===== config.mk =====
export PLATFORM = sky130hd
export DESIGN_NAME = accc_top
export DESIGN_NICKNAME = d
export VERILOG_FILES = /design/src/accc_pkg.sv /design/src/accc_cal_engine.sv /design/src/accc_top.sv
export SDC_FILE = /design/constraint.sdc
export NUM_CORES = 1
export LEC_CHECK = 0
export ABC_AREA = 1
export ABC_CLOCK_PERIOD_IN_PS = 1900
export BUFFER_PORTS_ARGS = -buffer_cell sky130_fd_sc_hd__buf_2
export CORE_MARGIN = 10
export CORE_UTILIZATION = 56
export DETAILED_ROUTE_END_ITERATION = 7
export GPL_TIMING_DRIVEN = 0
export PLACE_DENSITY_LB_ADDON = 0.25
export SETUP_SLACK_MARGIN = 0.1
export SLEW_MARGIN = 20
export SYNTH_ARGS = -nofsm -noshare
export SYNTH_HDL_FRONTEND = slang
export SYNTH_SLANG_ARGS = --single-unit
export TNS_END_PERCENT = 20

===== constraint.sdc =====
create_clock -name ref_clk -period 1.9 [get_ports ref_clk]
set_input_delay 0.38 -clock ref_clk [delete_from_list [all_inputs] [get_ports ref_clk]]
set_output_delay 0.38 -clock ref_clk [all_outputs]
set_load 0.05 [all_outputs]

===== src/accc_pkg.sv =====
package accc_pkg;
    // Core and bank structure
    localparam int NUM_CORES      = 3;
    localparam int BANKS_PER_CORE = 2;
    localparam int NUM_BANKS      = NUM_CORES * BANKS_PER_CORE;
    localparam int SAMPLE_W       = 12;
    localparam logic [11:0] MID_CODE = 12'h000;

    // Core indices
    localparam logic [1:0] CORE_A = 2'h0;
    localparam logic [1:0] CORE_B = 2'h1;
    localparam logic [1:0] CORE_C = 2'h2;

    // Register map (word offsets on the plain port)
    localparam int ADDR_W = 4;
    localparam logic [3:0] REG_CFG    = 4'h0;
    localparam logic [3:0] REG_TRIG   = 4'h1;
    localparam logic [3:0] REG_STATUS = 4'h2;
    localparam logic [3:0] REG_TRIM0  = 4'h3;

    // Configuration bit positions
    localparam int CFG_BG     = 0;
    localparam int CFG_SRCSEL = 1;
    localparam int CFG_FGOS   = 2;
    localparam int CFG_BGOS   = 3;
    localparam int CFG_DUAL   = 4;
    localparam int CFG_INSEL  = 5;
    localparam logic [7:0] CFG_RESET = 8'h10;

    // Status bit positions
    localparam int ST_FG_DONE = 0;
    localparam int ST_BUSY    = 1;

    // Trim registers: offset, gain, interleave timing, termination
    localparam int NUM_TRIM = 4;
    localparam int TRIM_W   = 8;

    // Calibration timing
    localparam int CLK_MHZ         = 50;
    localparam int BANK_CAL_US     = 2;
    localparam int BANK_CAL_CYCLES = BANK_CAL_US * CLK_MHZ;
    localparam int STEPS_PER_BANK  = 3;

    typedef enum logic [1:0] {
        ACCC_STEP_LIN,
        ACCC_STEP_GAIN,
        ACCC_STEP_OFS
    } accc_step_t;
endpackage


===== src/accc_cal_engine.sv =====
`timescale 1ns/1ns
// Walks one core's two banks through linearity, gain and offset steps
module accc_cal_engine #(
    parameter int STEP_CYCLES = accc_pkg::BANK_CAL_CYCLES
) (
    input  wire logic        ref_clk,
    input  wire logic        arst_n,
    input  wire logic        start,
    output logic             busy,
    output logic             done,
    output logic             stim_en,
    output logic [1:0]       step,
    output logic             bank
);
    localparam int CW         = $clog2(STEP_CYCLES + 1);
    localparam int RUN_CYCLES = accc_pkg::BANKS_PER_CORE * accc_pkg::STEPS_PER_BANK
                                * STEP_CYCLES;
    localparam int RW         = $clog2(RUN_CYCLES + 1);

    initial begin
        if (STEP_CYCLES < 1) begin
            $error("STEP_CYCLES must be at least one");
        end
    end

    logic [CW-1:0]        cnt_ff;
    accc_pkg::accc_step_t step_ff;
    logic                 bank_ff;
    logic                 busy_ff;
    logic                 done_ff;
    logic [RW-1:0]        run_ff;

    always_ff @(posedge ref_clk or negedge arst_n) begin
        if (!arst_n) begin
            cnt_ff  <= '0;
            step_ff <= accc_pkg::ACCC_STEP_LIN;
            bank_ff <= 1'b0;
            busy_ff <= 1'b0;
            done_ff <= 1'b0;
        end else begin
            done_ff <= 1'b0;
            if (!busy_ff) begin
                if (start) begin
                    busy_ff <= 1'b1;
                    cnt_ff  <= '0;
                    step_ff <= accc_pkg::ACCC_STEP_LIN;
                    bank_ff <= 1'b0;
                end
            end else if (cnt_ff != CW'(STEP_CYCLES - 1)) begin
                cnt_ff <= cnt_ff + 1'b1;
            end else begin
                cnt_ff <= '0;
                case (step_ff)
                    accc_pkg::ACCC_STEP_LIN:  step_ff <= accc_pkg::ACCC_STEP_GAIN;
                    accc_pkg::ACCC_STEP_GAIN: step_ff <= accc_pkg::ACCC_STEP_OFS;
                    accc_pkg::ACCC_STEP_OFS: begin
                        step_ff <= accc_pkg::ACCC_STEP_LIN;
                        if (bank_ff) begin
                            busy_ff <= 1'b0;
                            done_ff <= 1'b1;
                        end
                        bank_ff <= ~bank_ff;
                    end
                    default: step_ff <= accc_pkg::ACCC_STEP_LIN;
                endcase
            end
        end
    end

    assign busy    = busy_ff;
    assign done    = done_ff;
    assign stim_en = busy_ff;
    assign step    = step_ff;
    assign bank    = bank_ff;

    // Run length is exact: 2 banks x 3 steps x STEP_CYCLES
    // busy span counter, read only by the check
    always_ff @(posedge ref_clk or negedge arst_n) begin
        if (!arst_n) begin
            run_ff <= '0;
        end else if (!busy_ff) begin
            run_ff <= '0;
        end else begin
            run_ff <= run_ff + 1'b1;
        end
    end

    sequence_len_a: assert property (@(posedge ref_clk) disable iff (!arst_n)
        $rose(busy_ff) |-> busy_ff [*2] ##0 !done_ff)
        else $error("calibration ended too early");
    run_len_a: assert property (@(posedge ref_clk) disable iff (!arst_n)
        done_ff |-> run_ff == RW'(RUN_CYCLES))
        else $error("calibration run length wrong");
endmodule


===== src/accc_top.sv =====
`timescale 1ns/1ns
// How it works
// - Foreground or background mode, by configuration
// - Foreground: cores offline, output mid-code
// - Background keeps converting, core substituted
// - Six banks paired into three cores
// - Banks in a core sample opposite phases
// - Dual: A takes input_a, B input_b
// - Spare core C replaces A or B
// - Calibrate linearity, gain, offset per bank
// - Trims load defaults, readable and writable
// - Foreground calibration runs after power-up
// - Trigger from pin or software bit
// - Calibrated spare takes over, rotation repeats
module accc_top #(
    parameter int STEP_CYCLES = accc_pkg::BANK_CAL_CYCLES,
    parameter logic [31:0] TRIM_DEFAULTS = 32'h80808080
) (
    input  wire logic                   ref_clk,
    input  wire logic                   arst_n,
    input  wire logic                   cal_trigger_pin,
    input  wire logic [11:0]            input_a,
    input  wire logic [11:0]            input_b,
    input  wire logic [3:0]             addr,
    input  wire logic [7:0]             wdata,
    input  wire logic                   wr_en,
    input  wire logic                   rd_en,
    output logic      [7:0]             rdata,
    output logic      [11:0]            sample_out0,
    output logic      [11:0]            sample_out1,
    output logic      [2:0]             core_online,
    output logic      [5:0]             bank_phase,
    output logic                        fg_done,
    output logic                        cal_busy
);
    initial begin
        if (accc_pkg::NUM_BANKS != 6 || accc_pkg::NUM_CORES != 3 || accc_pkg::NUM_TRIM != 4) begin
            $error("block serves three cores of two banks only");
        end
    end

    typedef enum logic [2:0] {
        ACCC_ST_IDLE,
        ACCC_ST_FG_RUN,
        ACCC_ST_BG_CAL,
        ACCC_ST_BG_SWAP
    } accc_state_t;

    function automatic logic [1:0] accc_next_core(input logic [1:0] c);
        accc_next_core = (c == accc_pkg::CORE_C) ? accc_pkg::CORE_A : c + 2'h1;
    endfunction

    function automatic logic accc_is_trim(input logic [3:0] a);
        accc_is_trim = a >= accc_pkg::REG_TRIM0
                       && a < accc_pkg::REG_TRIM0 + 4'(accc_pkg::NUM_TRIM);
    endfunction

    function automatic logic [1:0] accc_trim_idx(input logic [3:0] a);
        accc_trim_idx = 2'(a - accc_pkg::REG_TRIM0);
    endfunction

    accc_state_t  state_ff;
    logic [7:0]   cfg_ff;
    logic         soft_trig_ff;
    logic         trig_d_ff;
    logic         fg_done_ff;
    logic         pwr_cal_ff;
    logic         cal_busy_ff;
    logic [7:0]   trim_ff [accc_pkg::NUM_TRIM];
    logic [1:0]   spare_ff;
    logic [1:0]   slot_a_ff;
    logic [1:0]   slot_b_ff;
    logic [7:0]   rdata_ff;
    logic [11:0]  out0_ff;
    logic [11:0]  out1_ff;
    logic [2:0]   online_ff;
    logic [5:0]   phase_ff;
    logic         eng_start_ff;
    logic         eng_busy;
    logic         eng_done;
    logic         trig_sel;
    logic         trig_rise;

    accc_cal_engine #(
        .STEP_CYCLES (STEP_CYCLES)
    ) u_engine (
        .ref_clk (ref_clk),
        .arst_n  (arst_n),
        .start   (eng_start_ff),
        .busy    (eng_busy),
        .done    (eng_done),
        .stim_en (),
        .step    (),
        .bank    ()
    );

    assign trig_sel  = cfg_ff[accc_pkg::CFG_SRCSEL] ? cal_trigger_pin : soft_trig_ff;
    assign trig_rise = trig_sel && !trig_d_ff;

    always_ff @(posedge ref_clk or negedge arst_n) begin
        if (!arst_n) begin
            trig_d_ff <= 1'b0;
        end else begin
            trig_d_ff <= trig_sel;
        end
    end

    always_ff @(posedge ref_clk or negedge arst_n) begin
        if (!arst_n) begin
            for (int i = 0; i < accc_pkg::NUM_TRIM; i++) begin
                trim_ff[i] <= TRIM_DEFAULTS[i*8 +: 8];
            end
        end else if (wr_en && accc_is_trim(addr)) begin
            trim_ff[accc_trim_idx(addr)] <= wdata;
        end
    end

    always_ff @(posedge ref_clk or negedge arst_n) begin
        if (!arst_n) begin
            cfg_ff       <= accc_pkg::CFG_RESET;
            soft_trig_ff <= 1'b0;
        end else if (wr_en) begin
            if (addr == accc_pkg::REG_CFG) begin
                cfg_ff <= wdata;
            end
            if (addr == accc_pkg::REG_TRIG) begin
                soft_trig_ff <= wdata[0];
            end
        end
    end

    always_ff @(posedge ref_clk or negedge arst_n) begin
        if (!arst_n) begin
            rdata_ff <= 8'h00;
        end else if (rd_en) begin
            case (addr)
                accc_pkg::REG_CFG:    rdata_ff <= cfg_ff;
                accc_pkg::REG_TRIG:   rdata_ff <= {7'h00, soft_trig_ff};
                accc_pkg::REG_STATUS: rdata_ff <= {6'h00, eng_busy, fg_done_ff};
                default: begin
                    rdata_ff <= accc_is_trim(addr) ? trim_ff[accc_trim_idx(addr)] : 8'h00;
                end
            endcase
        end else begin
            rdata_ff <= 8'h00;
        end
    end

    // Calibration sequencer
    always_ff @(posedge ref_clk or negedge arst_n) begin
        if (!arst_n) begin
            state_ff     <= ACCC_ST_IDLE;
            pwr_cal_ff   <= 1'b1;
            eng_start_ff <= 1'b0;
            fg_done_ff   <= 1'b0;
            spare_ff     <= accc_pkg::CORE_C;
            slot_a_ff    <= accc_pkg::CORE_A;
            slot_b_ff    <= accc_pkg::CORE_B;
        end else begin
            eng_start_ff <= 1'b0;
            case (state_ff)
                ACCC_ST_IDLE: begin
                    if (pwr_cal_ff || (trig_rise && !cfg_ff[accc_pkg::CFG_BG])) begin
                        pwr_cal_ff   <= 1'b0;
                        fg_done_ff   <= 1'b0;
                        eng_start_ff <= 1'b1;
                        state_ff     <= ACCC_ST_FG_RUN;
                    end else if (cfg_ff[accc_pkg::CFG_BG] && trig_sel) begin
                        eng_start_ff <= 1'b1;
                        state_ff     <= ACCC_ST_BG_CAL;
                    end
                end
                ACCC_ST_FG_RUN: begin
                    if (eng_done) begin
                        fg_done_ff <= 1'b1;
                        state_ff   <= ACCC_ST_IDLE;
                    end
                end
                ACCC_ST_BG_CAL: begin
                    if (eng_done) begin
                        state_ff <= ACCC_ST_BG_SWAP;
                    end
                end
                ACCC_ST_BG_SWAP: begin
                    // spare into slot A or B
                    if (slot_a_ff == accc_next_core(spare_ff)) begin
                        slot_a_ff <= spare_ff;
                    end else begin
                        slot_b_ff <= spare_ff;
                    end
                    spare_ff <= accc_next_core(spare_ff);
                    if (cfg_ff[accc_pkg::CFG_BG] && trig_sel) begin
                        eng_start_ff <= 1'b1;
                        state_ff     <= ACCC_ST_BG_CAL;
                    end else begin
                        state_ff <= ACCC_ST_IDLE;
                    end
                end
                default: state_ff <= ACCC_ST_IDLE;
            endcase
        end
    end

    // busy flag, one cycle behind state
    always_ff @(posedge ref_clk or negedge arst_n) begin
        if (!arst_n) begin
            cal_busy_ff <= 1'b0;
        end else begin
            cal_busy_ff <= pwr_cal_ff || state_ff != ACCC_ST_IDLE;
        end
    end

    always_ff @(posedge ref_clk or negedge arst_n) begin
        if (!arst_n) begin
            phase_ff <= 6'h2A;
        end else begin
            phase_ff <= ~phase_ff;
        end
    end

    always_ff @(posedge ref_clk or negedge arst_n) begin
        if (!arst_n) begin
            online_ff <= 3'h0;
        end else if (state_ff == ACCC_ST_FG_RUN || pwr_cal_ff) begin
            online_ff <= 3'h0;
        end else begin
            online_ff <= (3'h1 << slot_a_ff) | (3'h1 << slot_b_ff);
        end
    end

    always_ff @(posedge ref_clk or negedge arst_n) begin
        if (!arst_n) begin
            out0_ff <= accc_pkg::MID_CODE;
            out1_ff <= accc_pkg::MID_CODE;
        end else if (state_ff == ACCC_ST_FG_RUN || pwr_cal_ff) begin
            out0_ff <= accc_pkg::MID_CODE;
            out1_ff <= accc_pkg::MID_CODE;
        end else if (cfg_ff[accc_pkg::CFG_DUAL]) begin
            out0_ff <= input_a;
            out1_ff <= input_b;
        end else begin
            out0_ff <= cfg_ff[accc_pkg::CFG_INSEL] ? input_b : input_a;
            out1_ff <= cfg_ff[accc_pkg::CFG_INSEL] ? input_b : input_a;
        end
    end

    assign rdata       = rdata_ff;
    assign sample_out0 = out0_ff;
    assign sample_out1 = out1_ff;
    assign core_online = online_ff;
    assign bank_phase  = phase_ff;
    assign fg_done     = fg_done_ff;
    assign cal_busy    = cal_busy_ff;

    fg_midcode_a: assert property (@(posedge ref_clk) disable iff (!arst_n)
        state_ff == ACCC_ST_FG_RUN |=> out0_ff == accc_pkg::MID_CODE)
        else $error("output not mid-code in foreground");
    fg_offline_a: assert property (@(posedge ref_clk) disable iff (!arst_n)
        state_ff == ACCC_ST_FG_RUN |=> online_ff == 3'h0)
        else $error("cores online during foreground");
    bg_online_a: assert property (@(posedge ref_clk) disable iff (!arst_n)
        state_ff == ACCC_ST_BG_CAL |=> $countones(online_ff) == 2)
        else $error("background lost an active core");
    phase_opp_a: assert property (@(posedge ref_clk) disable iff (!arst_n)
        phase_ff[0] != phase_ff[1] && phase_ff[2] != phase_ff[3]
        && phase_ff[4] != phase_ff[5])
        else $error("bank phases not opposite");
    dual_route_a: assert property (@(posedge ref_clk) disable iff (!arst_n)
        state_ff == ACCC_ST_IDLE && !pwr_cal_ff && cfg_ff[accc_pkg::CFG_DUAL]
        && $stable(state_ff) |=> out1_ff == $past(input_b))
        else $error("channel B not routed");
    swap_rot_a: assert property (@(posedge ref_clk) disable iff (!arst_n)
        state_ff == ACCC_ST_BG_SWAP |=> spare_ff != $past(spare_ff)
        && slot_a_ff != slot_b_ff)
        else $error("spare rotation failed");
    pwr_cal_a: assert property (@(posedge ref_clk) disable iff (!arst_n)
        $fell(pwr_cal_ff) |-> state_ff == ACCC_ST_FG_RUN)
        else $error("power-up calibration missing");
    done_flag_a: assert property (@(posedge ref_clk) disable iff (!arst_n)
        state_ff == ACCC_ST_FG_RUN && eng_done |=> fg_done_ff)
        else $error("done flag not set");
    trig_src_a: assert property (@(posedge ref_clk) disable iff (!arst_n)
        state_ff == ACCC_ST_IDLE && !pwr_cal_ff && !cfg_ff[accc_pkg::CFG_BG]
        && cfg_ff[accc_pkg::CFG_SRCSEL] && cal_trigger_pin && !trig_d_ff
        |=> state_ff == ACCC_ST_FG_RUN)
        else $error("pin trigger did not start calibration");
    bg_route_a: assert property (@(posedge ref_clk) disable iff (!arst_n)
        state_ff == ACCC_ST_BG_CAL && cfg_ff[accc_pkg::CFG_DUAL]
        |=> out0_ff == $past(input_a))
        else $error("background paused the output");
    single_route_a: assert property (@(posedge ref_clk) disable iff (!arst_n)
        state_ff == ACCC_ST_IDLE && !pwr_cal_ff && !cfg_ff[accc_pkg::CFG_DUAL]
        |=> out0_ff == out1_ff)
        else $error("single channel outputs differ");
    swap_in_a: assert property (@(posedge ref_clk) disable iff (!arst_n)
        state_ff == ACCC_ST_BG_SWAP
        |=> slot_a_ff == $past(spare_ff) || slot_b_ff == $past(spare_ff))
        else $error("spare not swapped in");
    busy_flag_a: assert property (@(posedge ref_clk) disable iff (!arst_n)
        state_ff == ACCC_ST_FG_RUN |=> cal_busy_ff)
        else $error("busy flag low during calibration");
    trim_wr_a: assert property (@(posedge ref_clk) disable iff (!arst_n)
        wr_en && addr == accc_pkg::REG_TRIM0 |=> trim_ff[0] == $past(wdata))
        else $error("trim write lost");
endmodule


==> results of run 1 <==
## synth_stat cells
cell      number  area, µm²
a21oi_1       38        190
buf_1          2       7.51
buf_2          6       30.0
buf_6          5       56.3
clkbuf_1       5       18.8
dfrtp_1       96       2400
dfstp_2       11        289
ha_1          11        138
inv_1         44        165
inv_2          4       15.0
nand2_1      136        510
nand2_2        1       6.26
nand2_4        4       45.0
nand3_1       22        110
nand3b_1       1       7.51
nor2_1        57        214
nor2_2         2       12.5
nor2_4         1       11.3
nor2_8         1       20.0
o21ai_0       45        225
o21ai_1       37        185
o21ai_2        7       61.3
o22ai_1        4       25.0
or2_1          1       6.26
or2_2          1       6.26
xnor2_1        1       8.76
xor2_1         6       52.6
## worst max-delay path, stage by stage (launching register included)
cell	delay, ns
dfrtp_1	0.41
inv_1	0.09
ha_1	0.23
or2_2	0.27
buf_2	0.18
buf_1	0.26
a21oi_1	0.23
## routing by layer
layer  global-route usage [%]  wire (µm)
met3                     4.23        923
met5                        0          0
met1                     22.5       5000
met4                     7.28        160
met2                     28.4       5300
## how the worst max path moves through the flow
stage,startpoint,cells after the start,endpoint
detailed placement,addr[0],11,rdata[5]
global placement,arst_n,1,u_engine.cnt_ff[3]
CTS,addr[0],10,rdata[5]
finish,state_ff[1],6,sample_out1[2]
floorplan,addr[0],10,rdata[5]
global route,state_ff[1],6,sample_out1[2]
## cells by family after synthesis
family / after synthesis / share of synthesized area, %
compound gates: 131 / 14.3
fa+ha+maj: 11 / 2.86
buf+inv: 66 / 6.07
flops: 107 / 55.8
xor+xnor: 7 / 1.27
simple gates: 227 / 19.7
## state kept, by name, indices dropped and copies added, names as in the netlist, 2 cells and up
signal / flops
slot_b_ff: 2
state_ff: 2
trim_ff: 32
u_engine.step: 2
spare_ff: 2
sample_out1: 12
cfg_ff: 8
bank_phase: 6
core_online: 3
slot_a_ff: 2
u_engine.cnt_ff: 7
rdata: 8
sample_out0: 12
## final cells by class
class | count | area (µm²) | area share [%]
flip-flops and latches | 107 | 2690 | 47.8
multi-input cells | 376 | 1860 | 33.0
repair buffers | 85 | 459 | 8.16
inverters | 48 | 180 | 3.20
well taps | 105 | 131 | 2.33
clock buffers | 9 | 124 | 2.20
plain buffers | 17 | 111 | 1.98
clock inverters | 7 | 73.8 | 1.31
## timing repair
action                                  CTS  global route
endpoints found under the setup margin    6            28
gates resized for setup                   2             3
endpoints found under the hold margin    44             0
hold buffers                              1             0
## power breakdown
part	internal [mW]	leakage, nW	switching (mW)	total [mW]
clock	0.620	0.100	0.790	1.41
sequential	2.50	1.35	0.122	2.62
combinational	0.281	1.47	0.514	0.795
total	3.40	2.92	1.43	4.82
## through the flow
step                      util, %  area (µm²)  power (mW)  setup WS (ns)  hold WS (ns)
after CTS                    67.6        5610        4.84          0.104         0.240
after global routing         67.8        5630        5.07         0.0535         0.250
after floorplan                 -        4820        3.16          0.148        0.0844
final                        67.8        5630        4.82          0.151         0.253
after global placement       64.7        5370        3.39         -0.670         0.399
after detailed placement     65.1        5400        3.44         -0.393         0.340
==> qor.yml, run 1 <==
postCtsSetupBuffers: 0
fmax_mhz: 572
crit_path_max_fanout: 10
clock_sinks: 107
grt_antenna_before_repair: 0
skew_ns: 0.0157
ys_warn_count: 0
grt_pass1_vias: 3990
syn_area_per_cell_um2: 8.78
min_path_cells: 3
dieArea_mm2: 0.0127
ant_nets: 0
io-pin-count: 84
worstSetupStartpointType: "register"
ctsLongestPathBuffers: 2
p_per_area_mw_per_mm2: 857
drtIter0Drc: 304
drt_first_pass_iters: 4
endpoint_kind: "register"
slew_viol_final: 0
fin_crit_ns: 1.75
clkTransAtPathRegs_ns: 0.11
cp.required_ns: 2.19
hold_end: "rdata[0]"
grt_max_degree: 61
row_count: 33
place_inst: 738
rr_endpoint: "sample_out1[2]"
ys_types: 27
area_growth_syn_to_layout_pct: 16.7
die_h_um: 113
nNetsFinal: 696
wl_per_cell_um: 15.1
regToRegStartpoint: "state_ff[1]"
path_class: "register to register"
ir_worst_vdd_uv: 427
period_share_pct: 92.0
grt-ovfl-total: 0
r2r_setup_slack_ns: 0.15
core_mm2: 0.00830
port_buffers: 83
syn_nets: 601
p_leak_nw: 2.92
hpwl_um: 8690
gp_congestion: 0.844
fillers: 673
h-tree-depth: 3
num_antenna_cells: 0
mostFrequentLayoutCells: "nand2_1, dfrtp_1, buf_2"
clock_latency_ns: 0.37
wirelength_um: 11400
hold_start: "rd_en"
ys_seq_elements: 107
worstRegToRegCells: 6
timing.final.hold_violations: 0
stdcell_count: 754
final_common_cell: "nand2_1"
cts-buffers-inserted: 9
tightest_slew_ns: 0.518
setup_viol: 0
min_path_type: "input pin to register"
drc: 0
status: "finished, final reports clean"
cts_tree: "done"
arrival_ns: 2.04
grt_pass1_wl_um: 18800
initial_core_util_pct: 58.1
vias_per_cell: 5.28
syn_area_mm2: 0.00482
drive_gt1_share_pct: 22.3
finalSetupTns_ns: 0
ys_seq_area_share_pct: 55.8
cts-root-buf: "clkbuf_8"
syn_inst: 549
grt_use_total_pct: 17.7
die_x_um: 113
rsz0062_at_grt: "yes"
max_cap_viol_count: 0
route.vias.total: 3979
relSlewSlack_pct: 65.4
Note: power is estimated with default switching activity, not from simulation.
==> run 2: changes to the inputs <==
Settings changed: ABC_AREA 1 to 0, PLACE_DENSITY set to 0.9, PLACE_DENSITY_LB_ADDON 0.25 to unset, SYNTH_HIERARCHICAL set to 1.
==> run 2 against run 1 <==
Worst setup slack got worse by 0.00083 ns. Core utilization decreased by 0.17 points. Sequential share of layout area increased by 0.12 points. Non-clock buffer count decreased by 1. Die area about the same. Sequential power increased by 25%. Via count decreased by 9.6%. Maximum frequency about the same.
==> qor.yml, run 2 <==
drive_gt1_share_pct: 34.3  # +12 points
drtIter0Drc: 260  # -14%
grt_pass1_wl_um: 18700  # -0.70%
cts_tree: "done"
syn_area_mm2: 0.00482  # +0.10%
place_inst: 607  # -18%
clkTransAtPathRegs_ns: 0.10  # about the same
wl_per_cell_um: 17.8  # +18%
tightest_slew_ns: 0.645  # +0.126 ns
die_x_um: 113  # about the same
pwr-share-comb_pct: 37.5  # +21 points
grt_max_degree: 65  # +6.6%
hpwl_um: 8020  # -7.7%
largest_reg_flops: 32  # unchanged
initial_core_util_pct: 58.1  # +0.060 points
min_path_cells: 3  # unchanged
fillers: 611  # -9.2%
arrival_ns: 2.01  # -0.03 ns
syn_inst: 418  # -24%
pre_cts_ws_ns: -0.306  # +0.0871 ns
ys_warn_count: 6  # +6
area_growth_syn_to_layout_pct: 16.3
worstSetupStartpointType: "input pin"
ant_nets: 0  # unchanged
core_mm2: 0.00830  # unchanged
p_int_mw: 4.41  # +30%
grt_pass1_vias: 3783  # -5.2%
crit_path_max_fanout: 9  # -1
drc: 0  # unchanged
syn_nets: 470  # -22%
skew_ns: 0.00756  # -0.00817 ns
p_sw_share_pct: 39.8  # +10 points
nNetsFinal: 566  # -19%
route.vias.total: 3599  # -9.6%
syn_area_per_cell_um2: 11.5  # +31%
p_per_area_mw_per_mm2: 1300  # +52%
r2r_setup_slack_ns: 0.17  # +0.02 ns
path_class: "input pin to register"
relSlewSlack_pct: 57.0  # -8.4 points
vias_per_cell: 5.76  # +9.1%
regToRegStartpoint: "state_ff[0]"
pwr-share-seq_pct: 44.7  # -9.6 points
p_sw_mw: 2.92  # +100%
die_h_um: 113  # about the same
placed_area_mm2: 0.00541  # +0.14%
slew_viol_final: 0  # unchanged
cts-root-buf: "clkbuf_8"
regMostFlops: "trim_ff"
final_area_mm2: 0.00561  # -0.24%
critPathLaunch: "addr[0]"
stdcell_count: 625  # -17%
drt_first_pass_iters: 7  # +3
fin_crit_ns: 1.75  # +0.000830 ns
power.total_mw: 7.32  # +52%
mostFrequentLayoutCells: "dfrtp_1, buf_2, nand2_1"
h-tree-depth: 3  # unchanged
rsz0062_at_grt: "yes"
ctsLongestPathBuffers: 2  # unchanged
worstRegToRegCells: 7  # +1
timing.final.hold_violations: 0  # unchanged
gp_congestion: 0.865  # +2.4%
hold_start: "input_a[7]"
min_path_type: "input pin to register"
multi_input_area_mm2: 0.00199  # +7.3%
max_cap_viol_count: 0  # unchanged
p_leak_nw: 2.64  # -9.6%
holdWs_ns: 0.243  # -0.0102 ns
endpoint_kind: "register"
utilization_pct: 67.6  # -0.17 points
grt_use_total_pct: 17.7  # about the same
wirelength_um: 11100  # -2.4%
p_clk_share_pct: 17.8  # -11 points
setup_viol: 0  # unchanged
grt_antenna_before_repair: 1  # +1
clock_latency_ns: 0.37  # about the same
port_buffers: 83  # unchanged
period_share_pct: 92.1  # about the same
seqCellArea_mm2: 0.00269  # unchanged
cp.required_ns: 2.16  # -0.03 ns
cts-buffers-inserted: 9  # unchanged
row_count: 33  # unchanged
setup_ws_ns: 0.150  # -0.000830 ns
io-pin-count: 84  # unchanged
hold_end: "sample_out1[7]"
finalSetupTns_ns: 0  # unchanged
fmax_mhz: 572  # about the same
ir_worst_vdd_uv: 590  # +38%
status: "finished, final reports clean"
final_common_cell: "dfrtp_1"
dieArea_mm2: 0.0127  # about the same
clock_sinks: 107  # unchanged
grt-ovfl-total: 0  # unchanged
rr_endpoint: "state_ff[0]"
## run 2: how the worst max path moves through the flow
stage / to / slack, ns / depth (start not counted)
after floorplan: rdata[0] / 0.14 / 8
after detailed placement: rdata[0] / -0.31 / 9
after global placement: trim_ff[12] / -0.64 / 1
after global routing: rdata[0] / 0.02 / 8
final: rdata[0] / 0.15 / 8
after CTS: sample_out1[8] / 0.005 / 6
## run 2: routing by layer
layer | part of all wire, % | wire, µm | GRT usage, %
met1 | 41 | 4540 | 20.9
met2 | 49 | 5470 | 29.8
met3 | 8.9 | 985 | 5.18
met4 | 1.0 | 116 | 6.43
met5 | 0 | 0 | 0
## run 2: final cells by class
type	instances	area share [%]
Antenna cell	1	0.0446
Buffer	15	1.38
Multi-Input combinational cell	276	35.5
Tap cell	105	2.34
Clock buffer	12	2.76
Inverter	19	1.27
Timing Repair Buffer	86	8.31
Clock inverter	4	0.468
Sequential cell	107	47.9
## run 2: power groups by stage
stage	Combinational, mW	Clock [mW]	Sequential [mW]
after floorplan	1.29	0	3.98
after global placement	2.58	0	3.27
after detailed placement	2.71	0	3.32
after CTS	2.72	1.33	3.27
after global routing	2.98	1.43	3.35
final	2.74	1.30	3.28
## run 2: repair_timing
action                                  CTS  global route
resized for setup                         1             8
setup buffers                             0             1
pin swaps                                 0             1
endpoints found under the setup margin   24            35
hold endpoints to repair                 33             0
hold buffers                              1             0
## run 2: worst max-delay path: stages
cell and delay [ns]:
buf_2 0.13, buf_4 0.20, inv_1 0.09, ha_1 0.24, nor3_1 0.06, a21oi_1 0.53, o32ai_1 0.16, and2_1 0.20
